## src/core/bltic_pkg.sv

```systemverilog
// Shared constants, types and register layout of the backlight timeout and fault interrupt bank.
//
// Behaviour
// - Short-circuit flag with its enable bit 4 set raises the host interrupt.
// - Thermal flag with its enable bit 3 set raises the host interrupt.
// - Overvoltage flag with its enable bit 2 set raises the host interrupt.
// - A disabled fault raises no interrupt but its flag still sets and holds.
// - Interrupt enable bits 7 to 5 and 1 to 0 are reserved.
// - Law field 00 linear, 01 square, 10 and 11 cubic variants.
// - Configuration bit 0 turns the backlight fade override on or off.
// - Sink select bit one makes a diode independent; zero ties it to backlight.
// - Off timeout is seven bits of whole seconds; zero disables it.
// - Off timeout expiry turns the backlight off.
// - With dim timeout enabled, off timeout counts only after dim completes.
// - Dim timeout is seven bits of whole seconds; zero disables it.
// - Dim timeout expiry switches the backlight to its dim level.
// - Dim timeout starts counting only once maximum current is reached.
// - Dim expiry sets the dim bit; software may set it only with backlight enabled.
// - Backlight runs only when backlight enable and active mode bits are both one.
// - A fault flag clears only by writing one; zero or reading leaves it.
package bltic_pkg;

	localparam logic [7:0] ADDR_MODE = 8'h01;
	localparam logic [7:0] ADDR_STATUS = 8'h02;
	localparam logic [7:0] ADDR_IRQ_EN = 8'h03;
	localparam logic [7:0] ADDR_CFG = 8'h04;
	localparam logic [7:0] ADDR_SINK = 8'h05;
	localparam logic [7:0] ADDR_OFF_TMR = 8'h06;
	localparam logic [7:0] ADDR_DIM_TMR = 8'h07;

	localparam int unsigned BIT_BL_ON = 0;
	localparam int unsigned BIT_DIM = 4;
	localparam int unsigned BIT_ACTIVE = 5;
	localparam int unsigned BIT_SHORT = 4;
	localparam int unsigned BIT_THERM = 3;
	localparam int unsigned BIT_OVP = 2;
	localparam int unsigned BIT_FADE_OVR = 0;
	localparam int unsigned LAW_LSB = 1;
	localparam int unsigned LAW_MSB = 2;

	localparam logic [7:0] MODE_MASK = 8'h31;
	localparam logic [7:0] FLAG_MASK = 8'h1c;
	localparam logic [7:0] CFG_MASK = 8'h07;
	localparam logic [7:0] SINK_MASK = 8'h7f;
	localparam logic [7:0] TMR_MASK = 8'h7f;
	localparam logic [7:0] REG_RESET = 8'h00;
	localparam logic [7:0] READ_NONE = 8'h00;

	localparam int unsigned NUM_DIODES = 7;
	localparam int unsigned TMR_W = 7;
	localparam logic [TMR_W-1:0] TMR_OFF = 7'h00;

	localparam int unsigned SECOND_NS = 32'd1000000000;
	localparam int unsigned CLK_PERIOD_NS = 4;
	localparam int unsigned TICK_CYCLES_DEF = SECOND_NS / CLK_PERIOD_NS;
	localparam int unsigned PRESC_W = 28;

	typedef enum logic [1:0] {
		BLTIC_LAW_LINEAR,
		BLTIC_LAW_SQUARE,
		BLTIC_LAW_CUBIC10,
		BLTIC_LAW_CUBIC11
	} bltic_law_t;

	typedef struct packed {
		logic wr;
		logic rd;
		logic [7:0] addr;
		logic [7:0] wdata;
	} bltic_req_t;

	typedef struct packed {
		logic short_circuit;
		logic thermal;
		logic overvoltage;
	} bltic_fault_t;

	typedef struct packed {
		logic backlight_active;
		logic dim_level;
		logic fade_override;
		bltic_law_t law;
		logic [NUM_DIODES-1:0] sink_independent;
		logic [NUM_DIODES-1:0] sink_group_on;
	} bltic_drive_t;

endpackage

```

## src/core/bltic_sec_timer.sv

```systemverilog
// Seconds timer with its own prescaler, giving a one-cycle pulse when the count is reached.
`timescale 1ns/1ps
module bltic_sec_timer
	import bltic_pkg::*;
#(
	parameter int unsigned TICK_CYCLES = TICK_CYCLES_DEF
) (
	input wire logic clk_sys,
	input wire logic nrst,
	input wire logic run,
	input wire logic [TMR_W-1:0] limit,
	output logic expired
);

	logic [PRESC_W-1:0] pre_q, pre_d;
	logic [TMR_W-1:0] sec_q, sec_d;
	logic done_q, done_d;
	logic exp_q, exp_d;

	// The prescaler restarts whenever run drops, so every timeout lasts whole seconds.
	always_comb begin
		pre_d = pre_q;
		sec_d = sec_q;
		done_d = done_q;
		exp_d = 1'b0;
		if (!run) begin
			pre_d = '0;
			sec_d = '0;
			done_d = 1'b0;
		end else if (!done_q) begin
			if (pre_q == PRESC_W'(TICK_CYCLES - 1)) begin
				pre_d = '0;
				sec_d = sec_q + 7'h01;
				if (sec_d == limit) begin
					done_d = 1'b1;
					exp_d = 1'b1;
				end
			end else begin
				pre_d = pre_q + 28'h0000001;
			end
		end
	end

	always_ff @(posedge clk_sys or negedge nrst) begin
		if (!nrst) begin
			pre_q <= '0;
			sec_q <= '0;
			done_q <= 1'b0;
			exp_q <= 1'b0;
		end else begin
			pre_q <= pre_d;
			sec_q <= sec_d;
			done_q <= done_d;
			exp_q <= exp_d;
		end
	end

	assign expired = exp_q;
endmodule

```

## src/core/bltic_ctrl.sv

```systemverilog
// Register bank, fault flags, interrupt and backlight dim and off sequencing.
`timescale 1ns/1ps
module bltic_ctrl
	import bltic_pkg::*;
#(
	parameter int unsigned TICK_CYCLES = TICK_CYCLES_DEF
) (
	input wire logic clk_sys,
	input wire logic nrst,
	input wire bltic_req_t reg_req,
	output logic [7:0] reg_rdata,
	input wire bltic_fault_t fault_raw,
	input wire logic at_max_current,
	output logic host_irq,
	output bltic_drive_t drive
);

	typedef enum logic [2:0] {
		ST_IDLE,
		ST_RAMP,
		ST_WAIT_DIM,
		ST_WAIT_OFF,
		ST_HOLD
	} bltic_state_t;

	function automatic logic hit(input bltic_req_t req, input logic [7:0] addr);
		hit = req.wr && (req.addr == addr);
	endfunction

	// Fault detectors are asynchronous to the bank clock.
	bltic_fault_t fault_meta_q, fault_sync_q;

	always_ff @(posedge clk_sys or negedge nrst) begin
		if (!nrst) begin
			fault_meta_q <= '0;
			fault_sync_q <= '0;
		end else begin
			fault_meta_q <= fault_raw;
			fault_sync_q <= fault_meta_q;
		end
	end

	logic [7:0] mode_q, mode_d;
	logic [7:0] irq_en_q, irq_en_d;
	logic [7:0] cfg_q, cfg_d;
	logic [7:0] sink_q, sink_d;
	logic [7:0] off_q, off_d;
	logic [7:0] dim_q, dim_d;
	logic [7:0] flag_q, flag_d;
	logic [7:0] flag_clr;
	logic [7:0] flag_set;
	logic dim_expired, off_expired;
	logic dim_run, off_run;
	logic backlight_on;

	assign backlight_on = mode_q[BIT_BL_ON] && mode_q[BIT_ACTIVE];

	always_comb begin
		flag_set = '0;
		flag_set[BIT_SHORT] = fault_sync_q.short_circuit;
		flag_set[BIT_THERM] = fault_sync_q.thermal;
		flag_set[BIT_OVP] = fault_sync_q.overvoltage;
		flag_clr = hit(reg_req, ADDR_STATUS) ? (reg_req.wdata & FLAG_MASK) : '0;
		// A fault present in the clearing cycle keeps its flag set.
		flag_d = (flag_q & ~flag_clr) | flag_set;
		irq_en_d = irq_en_q;
		cfg_d = cfg_q;
		sink_d = sink_q;
		off_d = off_q;
		dim_d = dim_q;
		if (hit(reg_req, ADDR_IRQ_EN)) begin
			irq_en_d = reg_req.wdata & FLAG_MASK;
		end
		if (hit(reg_req, ADDR_CFG)) begin
			cfg_d = reg_req.wdata & CFG_MASK;
		end
		if (hit(reg_req, ADDR_SINK)) begin
			sink_d = reg_req.wdata & SINK_MASK;
		end
		if (hit(reg_req, ADDR_OFF_TMR)) begin
			off_d = reg_req.wdata & TMR_MASK;
		end
		if (hit(reg_req, ADDR_DIM_TMR)) begin
			dim_d = reg_req.wdata & TMR_MASK;
		end
		mode_d = mode_q;
		if (hit(reg_req, ADDR_MODE)) begin
			mode_d = reg_req.wdata & MODE_MASK;
		end
		// Hardware events are applied after the software write so that they win.
		if (dim_expired) begin
			mode_d[BIT_DIM] = 1'b1;
		end
		if (off_expired) begin
			mode_d[BIT_BL_ON] = 1'b0;
		end
		if (!mode_d[BIT_BL_ON]) begin
			mode_d[BIT_DIM] = 1'b0;
		end
	end

	always_ff @(posedge clk_sys or negedge nrst) begin
		if (!nrst) begin
			mode_q <= REG_RESET;
			irq_en_q <= REG_RESET;
			cfg_q <= REG_RESET;
			sink_q <= REG_RESET;
			off_q <= REG_RESET;
			dim_q <= REG_RESET;
			flag_q <= REG_RESET;
		end else begin
			mode_q <= mode_d;
			irq_en_q <= irq_en_d;
			cfg_q <= cfg_d;
			sink_q <= sink_d;
			off_q <= off_d;
			dim_q <= dim_d;
			flag_q <= flag_d;
		end
	end

	// Interrupt request.
	logic irq_q, irq_d;

	always_comb begin
		irq_d = 1'b0;
		if (flag_q[BIT_SHORT] && irq_en_q[BIT_SHORT]) begin
			irq_d = 1'b1;
		end
		if (flag_q[BIT_THERM] && irq_en_q[BIT_THERM]) begin
			irq_d = 1'b1;
		end
		if (flag_q[BIT_OVP] && irq_en_q[BIT_OVP]) begin
			irq_d = 1'b1;
		end
	end

	always_ff @(posedge clk_sys or negedge nrst) begin
		if (!nrst) begin
			irq_q <= 1'b0;
		end else begin
			irq_q <= irq_d;
		end
	end

	assign host_irq = irq_q;

	// Dim and off sequencing.
	bltic_state_t state_q, state_d;
	logic [TMR_W-1:0] dim_t, off_t;

	assign dim_t = dim_q[TMR_W-1:0];
	assign off_t = off_q[TMR_W-1:0];

	always_comb begin
		state_d = state_q;
		case (state_q)
			ST_IDLE: begin
				if (backlight_on) begin
					state_d = ST_RAMP;
				end
			end
			ST_RAMP: begin
				if (at_max_current) begin
					if (dim_t != TMR_OFF) begin
						state_d = ST_WAIT_DIM;
					end else if (off_t != TMR_OFF) begin
						state_d = ST_WAIT_OFF;
					end else begin
						state_d = ST_HOLD;
					end
				end
			end
			ST_WAIT_DIM: begin
				if (dim_expired || dim_t == TMR_OFF) begin
					state_d = (off_t != TMR_OFF) ? ST_WAIT_OFF : ST_HOLD;
				end
			end
			ST_WAIT_OFF: begin
				if (off_expired || off_t == TMR_OFF) begin
					state_d = ST_HOLD;
				end
			end
			ST_HOLD: begin
				state_d = ST_HOLD;
			end
			default: begin
				state_d = ST_IDLE;
			end
		endcase
		if (!backlight_on) begin
			state_d = ST_IDLE;
		end
	end

	always_ff @(posedge clk_sys or negedge nrst) begin
		if (!nrst) begin
			state_q <= ST_IDLE;
		end else begin
			state_q <= state_d;
		end
	end

	assign dim_run = (state_q == ST_WAIT_DIM) && (dim_t != TMR_OFF) && backlight_on;
	assign off_run = (state_q == ST_WAIT_OFF) && (off_t != TMR_OFF) && backlight_on;

	bltic_sec_timer #(
		.TICK_CYCLES(TICK_CYCLES)
	) u_dim_timer (
		.clk_sys(clk_sys),
		.nrst(nrst),
		.run(dim_run),
		.limit(dim_t),
		.expired(dim_expired)
	);

	bltic_sec_timer #(
		.TICK_CYCLES(TICK_CYCLES)
	) u_off_timer (
		.clk_sys(clk_sys),
		.nrst(nrst),
		.run(off_run),
		.limit(off_t),
		.expired(off_expired)
	);

	// Drive outputs toward the current sinks and fade engine.
	bltic_drive_t drive_q, drive_d;
	logic [NUM_DIODES-1:0] sink_ind;
	logic [NUM_DIODES-1:0] sink_grp;

	generate
		for (genvar i = 0; i < NUM_DIODES; i++) begin : g_sink
			assign sink_ind[i] = sink_q[i];
			assign sink_grp[i] = !sink_q[i] && backlight_on;
		end
	endgenerate

	always_comb begin
		drive_d.backlight_active = backlight_on;
		drive_d.dim_level = backlight_on && mode_q[BIT_DIM];
		drive_d.fade_override = cfg_q[BIT_FADE_OVR];
		drive_d.law = bltic_law_t'(cfg_q[LAW_MSB:LAW_LSB]);
		drive_d.sink_independent = sink_ind;
		drive_d.sink_group_on = sink_grp;
	end

	always_ff @(posedge clk_sys or negedge nrst) begin
		if (!nrst) begin
			drive_q <= '0;
		end else begin
			drive_q <= drive_d;
		end
	end

	assign drive = drive_q;

	// Read port: data appears the cycle after the read strobe; reads have no side effects.
	logic [7:0] rdata_q, rdata_d;

	always_comb begin
		rdata_d = rdata_q;
		if (reg_req.rd) begin
			if (reg_req.addr == ADDR_MODE) begin
				rdata_d = mode_q;
			end else if (reg_req.addr == ADDR_STATUS) begin
				rdata_d = flag_q;
			end else if (reg_req.addr == ADDR_IRQ_EN) begin
				rdata_d = irq_en_q;
			end else if (reg_req.addr == ADDR_CFG) begin
				rdata_d = cfg_q;
			end else if (reg_req.addr == ADDR_SINK) begin
				rdata_d = sink_q;
			end else if (reg_req.addr == ADDR_OFF_TMR) begin
				rdata_d = off_q;
			end else if (reg_req.addr == ADDR_DIM_TMR) begin
				rdata_d = dim_q;
			end else begin
				rdata_d = READ_NONE;
			end
		end
	end

	always_ff @(posedge clk_sys or negedge nrst) begin
		if (!nrst) begin
			rdata_q <= READ_NONE;
		end else begin
			rdata_q <= rdata_d;
		end
	end

	assign reg_rdata = rdata_q;
endmodule

```

## config.mk

```make
export PLATFORM = sky130hd
export DESIGN_NAME = bltic_ctrl
export DESIGN_NICKNAME = d
export VERILOG_FILES = /design/src/core/bltic_pkg.sv /design/src/core/bltic_sec_timer.sv /design/src/core/bltic_ctrl.sv
export SDC_FILE = /design/constraint.sdc
export NUM_CORES = 1
export LEC_CHECK = 0
export CAP_MARGIN = 20
export CORE_UTILIZATION = 45
export CTS_BUF_LIST = sky130_fd_sc_hd__clkbuf_8 sky130_fd_sc_hd__clkbuf_16
export DETAILED_ROUTE_END_ITERATION = 16
export DONT_BUFFER_PORTS = 1
export PLACE_DENSITY = 0.59
export RECOVER_POWER = 25
export SLEW_MARGIN = 20
export SYNTH_ARGS = -nofsm -noshare
export SYNTH_HDL_FRONTEND = slang
export SYNTH_SLANG_ARGS = --single-unit
```

## constraint.sdc

```tcl
create_clock -name clk_sys -period 5.1 [get_ports clk_sys]
set_clock_uncertainty 0.1 [all_clocks]
set_input_delay 1.02 -clock clk_sys [delete_from_list [all_inputs] [get_ports clk_sys]]
set_output_delay 1.02 -clock clk_sys [all_outputs]
set_load 0.05 [all_outputs]
```

## After elaboration in Yosys (flattened, before gate mapping)

Cells that the tools add are included.

| word-level totals | value |
|---|---|
| register bits after elaboration | 149 |

| cells by class | value |
|---|---|
| $add $sub $neg | 4 |
| equal/unequal tests | 23 |
| muxes and demuxes | 46 |
| bitwise logic cells | 3 |
| reduce and logical (&&, ||, !) cells | 40 |

Operator list:

| cell | count |
|---|---|
| 28-bit two-way mux | 6 |
| 7-bit two-way mux | 10 |
| 28-bit by 1-bit adder with 28-bit output, second input constant | 2 |
| 28-bit == test, second input constant | 2 |
| 8-bit by 3-bit == test with 1-bit output, second input constant | 4 |
| 8-bit two-way mux | 3 |
| 1-bit logical AND | 23 |
| 1-bit two-way mux | 18 |
| 3-bit two-way mux | 6 |
| 8-bit by 2-bit == test with 1-bit output, second input constant | 2 |
| 3-bit one-hot mux with 5 select lines | 1 |
| 7-bit by 1-bit adder with 7-bit output, second input constant | 2 |
| 7-bit == test | 2 |
| 7-bit zero test | 2 |
| 7-bit nonzero test | 2 |
| 5-bit two-way mux | 2 |
| 3-bit inequality test, second input constant | 3 |
| 8-bit bitwise AND | 1 |
| 8-bit by 1-bit == test with 1-bit output, second input constant | 1 |
| 2-bit inequality test, second input constant | 4 |
| 5-bit inverter with 8-bit output | 1 |
| 8-bit by 5-bit bitwise OR with 8-bit output | 1 |
| 1-bit zero test | 7 |
| 3-bit by 2-bit == test with 1-bit output, second input constant | 2 |
| 7 further kinds | 9 |

## Logic depth before layout (Yosys ltp)

| depth | value |
|---|---|
| depth in word-level cells | 8 |
| mapped depth | 9 |
| mapped depth without buffers | 6 |

## By module

Synthesis repeated with hierarchy kept, for this count alone.

| second synthesis, totals | value |
|---|---|
| cells, all modules | 694 |
| area total of the unflattened synthesis | 7287.0 um^2 |

By module, submodules not included:

| module | times used | cells each | area each (um^2) | sequential area each (um^2) |
|---|---|---|---|---|
| bltic_sec_timer | 2 | 236 | 2202.1 | 925.9 |
| bltic_ctrl | 1 | 222 | 2882.8 | 1726.7 |

## Worst setup path after synthesis

No wires, ideal clock.

| path | value |
|---|---|
| kind | input -> register |
| start point | input port reg_req[11] (netlist name) |
| end point | register cfg_q[0] |
| setup time | 125 ps |
| arrival time | 2767 ps |
| data required time | 4875 ps |
| setup slack | 2108 ps |
| stages on the path | 6 |
| buffers on the path | 1 |
| path through | or4_4 buf_6 nor3b_4 nand2_4 or3_4 mux2_4 |

| between the ends | value |
|---|---|
| longest elaborated chain between the ends | 2 |

RTL lines:

| item | RTL line | RTL |
|---|---|---|
| from (decl) | bltic_ctrl.sv:10 | `input wire bltic_req_t reg_req,` |
| 8-bit by 3-bit == test with 1-bit output | bltic_ctrl.sv:27 | `hit = req.wr && (req.addr == addr);` |
| 1-bit logical AND | bltic_ctrl.sv:27 |  |
| to (signal assigned) | bltic_ctrl.sv:114 | `cfg_q <= cfg_d;` |
| to (decl) | bltic_ctrl.sv:45 | `logic [7:0] cfg_q, cfg_d;` |

No other way between the ends.
A chain may end at the register's enable or synchronous reset.

## Worst setup path after layout

| path | value |
|---|---|
| start point | register u_off_timer.pre_q[1] |
| end point | register u_off_timer.pre_q[16] |

| between the ends | value |
|---|---|
| longest elaborated chain between the ends | 4 |

RTL lines:

| item | RTL line | RTL |
|---|---|---|
| from (decl) | bltic_sec_timer.sv:15 | `logic [PRESC_W-1:0] pre_q, pre_d;` |
| from (signal assigned) | bltic_sec_timer.sv:51 | `pre_q <= pre_d;` |
| 28-bit by 1-bit adder with 28-bit output or 28-bit == test (tied branches) | bltic_sec_timer.sv:39, bltic_sec_timer.sv:31 |  |
| 28-bit two-way mux (*) | bltic_sec_timer.sv:31 | `if (pre_q == PRESC_W'(TICK_CYCLES - 1)) begin` |
| 28-bit two-way mux (*) | bltic_sec_timer.sv:30 | `end else if (!done_q) begin` |
| 28-bit two-way mux (*) | bltic_sec_timer.sv:26 | `if (!run) begin` |

Every way passes the cells marked *; elsewhere a longest branch is shown, timed or not. The select of a mux whose other input is x is not followed.

==> reports/metrics.yaml <==
status:
  outcome: "completed"
timing:
  setup_viol: 0
  clock.fmax_mhz: 349
  period_needed_ns: 2.86
  rsz0062_at_grt: "false"
  hold_ws_ns: 0.187
  slew_violations: 0
  finalCritPeriodShare_pct: 56.1
  slew-limit-headroom_pct: 25.9
  hold_violations: 0
  setup_tns_ns: 0
  worst_pin_slew_ns: 1.10
global_routing:
  grt_pass1_wl_mm: 26.7
  grt_pass1_vias: 5314
  grt_max_degree: 144
  antenna_found_initial: 0
  grtUsageTotal_pct: 20.6
  overflow: 0
logic_synthesis:
  synth_flop_cell: "dfrtp_1"
  yosysSeqAreaShare_pct: 49.4
  avgSynthCellArea_um2: 10.3
  synth-warning-count: 0
  synthCells: 704
  ys_ff_latch: 143
  synth_edf_count: 0
  synthArstFlopShare_pct: 100
  syn_nets: 732
  netlist-cell-type-count: 75
  syn_area_um2: 7250
detailed_routing:
  top_layer: "met4"
  vias: 5465
  ant_nets: 0
  viasPerCell: 5.91
  met1Wirelength_mm: 7.16
  met3WireLength_um: 659
  firstDrtPassIters: 5
  drt_wl_total_mm: 16.1
  wl_per_cell_um: 17.5
  drt_iter0_drc: 334
  drc: 0
  dr_wl_met2_mm: 7.96
clocking:
  clk_pin_slew_worst_paths_ns: 0.06
  cts_root_buf: "clkbuf_16"
  insertion_delay_ns: 0.43
  cts_buffers: 17
  hold_buffers: 0
  clkSinkCount: 143
  cts_buffer_depth: 2
  cts.htree.levels: 4
  cts_tree: "done"
  ctsResizeCount: 0
  postCtsSetupBuffers: 0
critical_path:
  timing_worst_setup_path_type: "flop to flop"
  rr_worst_depth: 6
  cp_num_buf_inv: 0
  critPathMaxFanout: 17
  worstPathArrival_ns: 3.06
  critPathSlowestCell: "nor4b_1"
  worstPathCellList: "ha_1 -> nor4bb_1 -> nand4_1 -> nor4b_1 -> or2_2 -> nor2_1"
  cp_data_required_time_ns: 5.30
  crit_family: "simple AND/OR/NAND/NOR gates"
  cp.depth: 6
  max_stage_delay_ns: 0.66
  cp-start-kind: "flop"
  cp-end-kind: "flop"
run:
  max_cap_violations: 0
placement:
  place_area_um2: 7400
  routabilityCongestion: 0.825
  port_buffers: 0
  hpwlAfterDp_mm: 11.0
layout:
  num-fill-cells: 1384
  nNetsFinal: 723
  diodes: 0
  design_area_um2: 8050
  drive_gt1_share_pct: 12.6
  area_growth_pct: 11.0
floorplanning:
  core_um2: 15800
  io_pins: 52
  die_y_um: 129
  start_util_pct: 45.8
  die-area_um2: 16600
  rows: 46
  fp.dieW_um: 129
pwr:
  ir_worst_vdd_v: 0.000221
  p_leak_nw: 3.25
  p_per_area_nw_per_um2: 327
worst_hold_path:
  hp-class: "primary input to asynchronous set/reset pin"
==> area by class of cell <==
class	instances	area, um2	area share [%]
clock buffers	18	439	5.46
multi-input cells	517	3490	43.3
repair buffers	3	22.5	0.280
well taps	216	270	3.36
inverters	13	48.8	0.606
clock inverters	14	204	2.53
flip-flops and latches	143	3580	44.5
==> per-layer routing <==
layer,vias up,GRT usage (%)
met2,145,34.7
met3,31,4.86
li1,2581,-
met4,0,8.65
met1,2708,25.4
met5,-,0
==> worst reg2reg max path, stage by stage (launching register included) <==
cell	delay [ns]
dfrtp_1	0.44
ha_1	0.40
nor4bb_1	0.27
nand4_1	0.34
nor4b_1	0.66
or2_2	0.43
nor2_1	0.10
==> kinds of logic (layout without fill, tap and decap cells) <==
family                   after synthesis  in the layout  share of synthesized area (%)
AO/OA/AOI/OAI                        110            110                           10.5
XOR/XNOR                              56             56                           6.77
adder cells (fa/ha/maj)                4              4                          0.690
buffers and inverters                 44             48                           2.62
flip-flops                           143            143                           49.4
multiplexers                          43             43                           7.01
other                                  1              1                         0.0517
AND/OR/NAND/NOR                      303            303                           23.0
==> worst paths after layout <==
kind / from / slack, ns / endpoint
max: u_off_timer.pre_q[1] / 2.24 / u_off_timer.pre_q[16]
min: nrst / 0.19 / drive[18]
max reg2reg: u_off_timer.pre_q[1] / 2.24 / u_off_timer.pre_q[16]
min reg2reg: fault_meta_q[2] / 0.25 / fault_sync_q[2]
max in group asynchronous: nrst / 4.57 / u_dim_timer.pre_q[10]
min in group clk_sys: fault_meta_q[2] / 0.25 / fault_sync_q[2]
==> placed cells by master (no fill, tap or decap), types with 5 or more instances in the layout <==
master,n
nand3_1,36
clkbuf_16,17
xnor2_1,32
mux2_2,30
or3_1,10
a22o_1,5
a21oi_1,23
nor3b_1,6
o21ai_0,20
nor4b_1,7
and3_1,11
inv_1,13
nor2_1,72
mux2i_1,8
nor4_1,17
or4_1,6
dfrtp_1,143
nand4_1,28
and4_1,8
nand2_1,46
xor2_1,24
a31oi_1,13
nand2b_1,5
nor3_1,16
==> metrics by stage <==
step	cells	power, mW	worst slack [ns]	utilization (%)
after floorplan	704	1.30	2.11	-
after global placement	892	1.31	1.98	46.8
after detailed placement	892	1.31	1.95	46.8
after CTS	924	2.66	2.22	50.8
after global routing	924	2.72	1.99	50.9
final	924	2.63	2.24	50.9
==> where the power goes <==
group / internal (mW) / leakage (nW) / switching (mW)
clock network: 0.839 / 0.304 / 0.503
logic: 0.0350 / 0.996 / 0.0332
registers: 1.16 / 1.95 / 0.0608
==> state kept, by name (all words and copies together) (netlist names), 7 cells and up <==
| signal | cells |
|---|---|
| u_dim_timer.pre_q | 28 |
| u_off_timer.pre_q | 28 |
| drive | 19 |
| dim_q | 7 |
| off_q | 7 |
| reg_rdata | 7 |
| sink_q | 7 |
| u_dim_timer.sec_q | 7 |
| u_off_timer.sec_q | 7 |
==> synth_stat cells (all sizes together), types with 7 or more instances <==
master	n	area, um2
or4	7	56.3
xnor2	32	280
nor3b	7	63.8
nor2	74	283
nor4	19	131
dfrtp	143	3580
or3	11	73.8
nand3	36	180
and3	12	76.3
a21oi	23	115
mux2	33	383
mux2i	8	80.1
nand2	47	184
buf	15	80.1
inv	13	48.8
xor2	24	210
nor3	18	95.1
nor4b	7	61.3
a31oi	13	81.3
and4	8	70.1
nand4	28	175
o21ai	20	100
clkbuf	16	61.3
(Power assumes the default switching activity.)
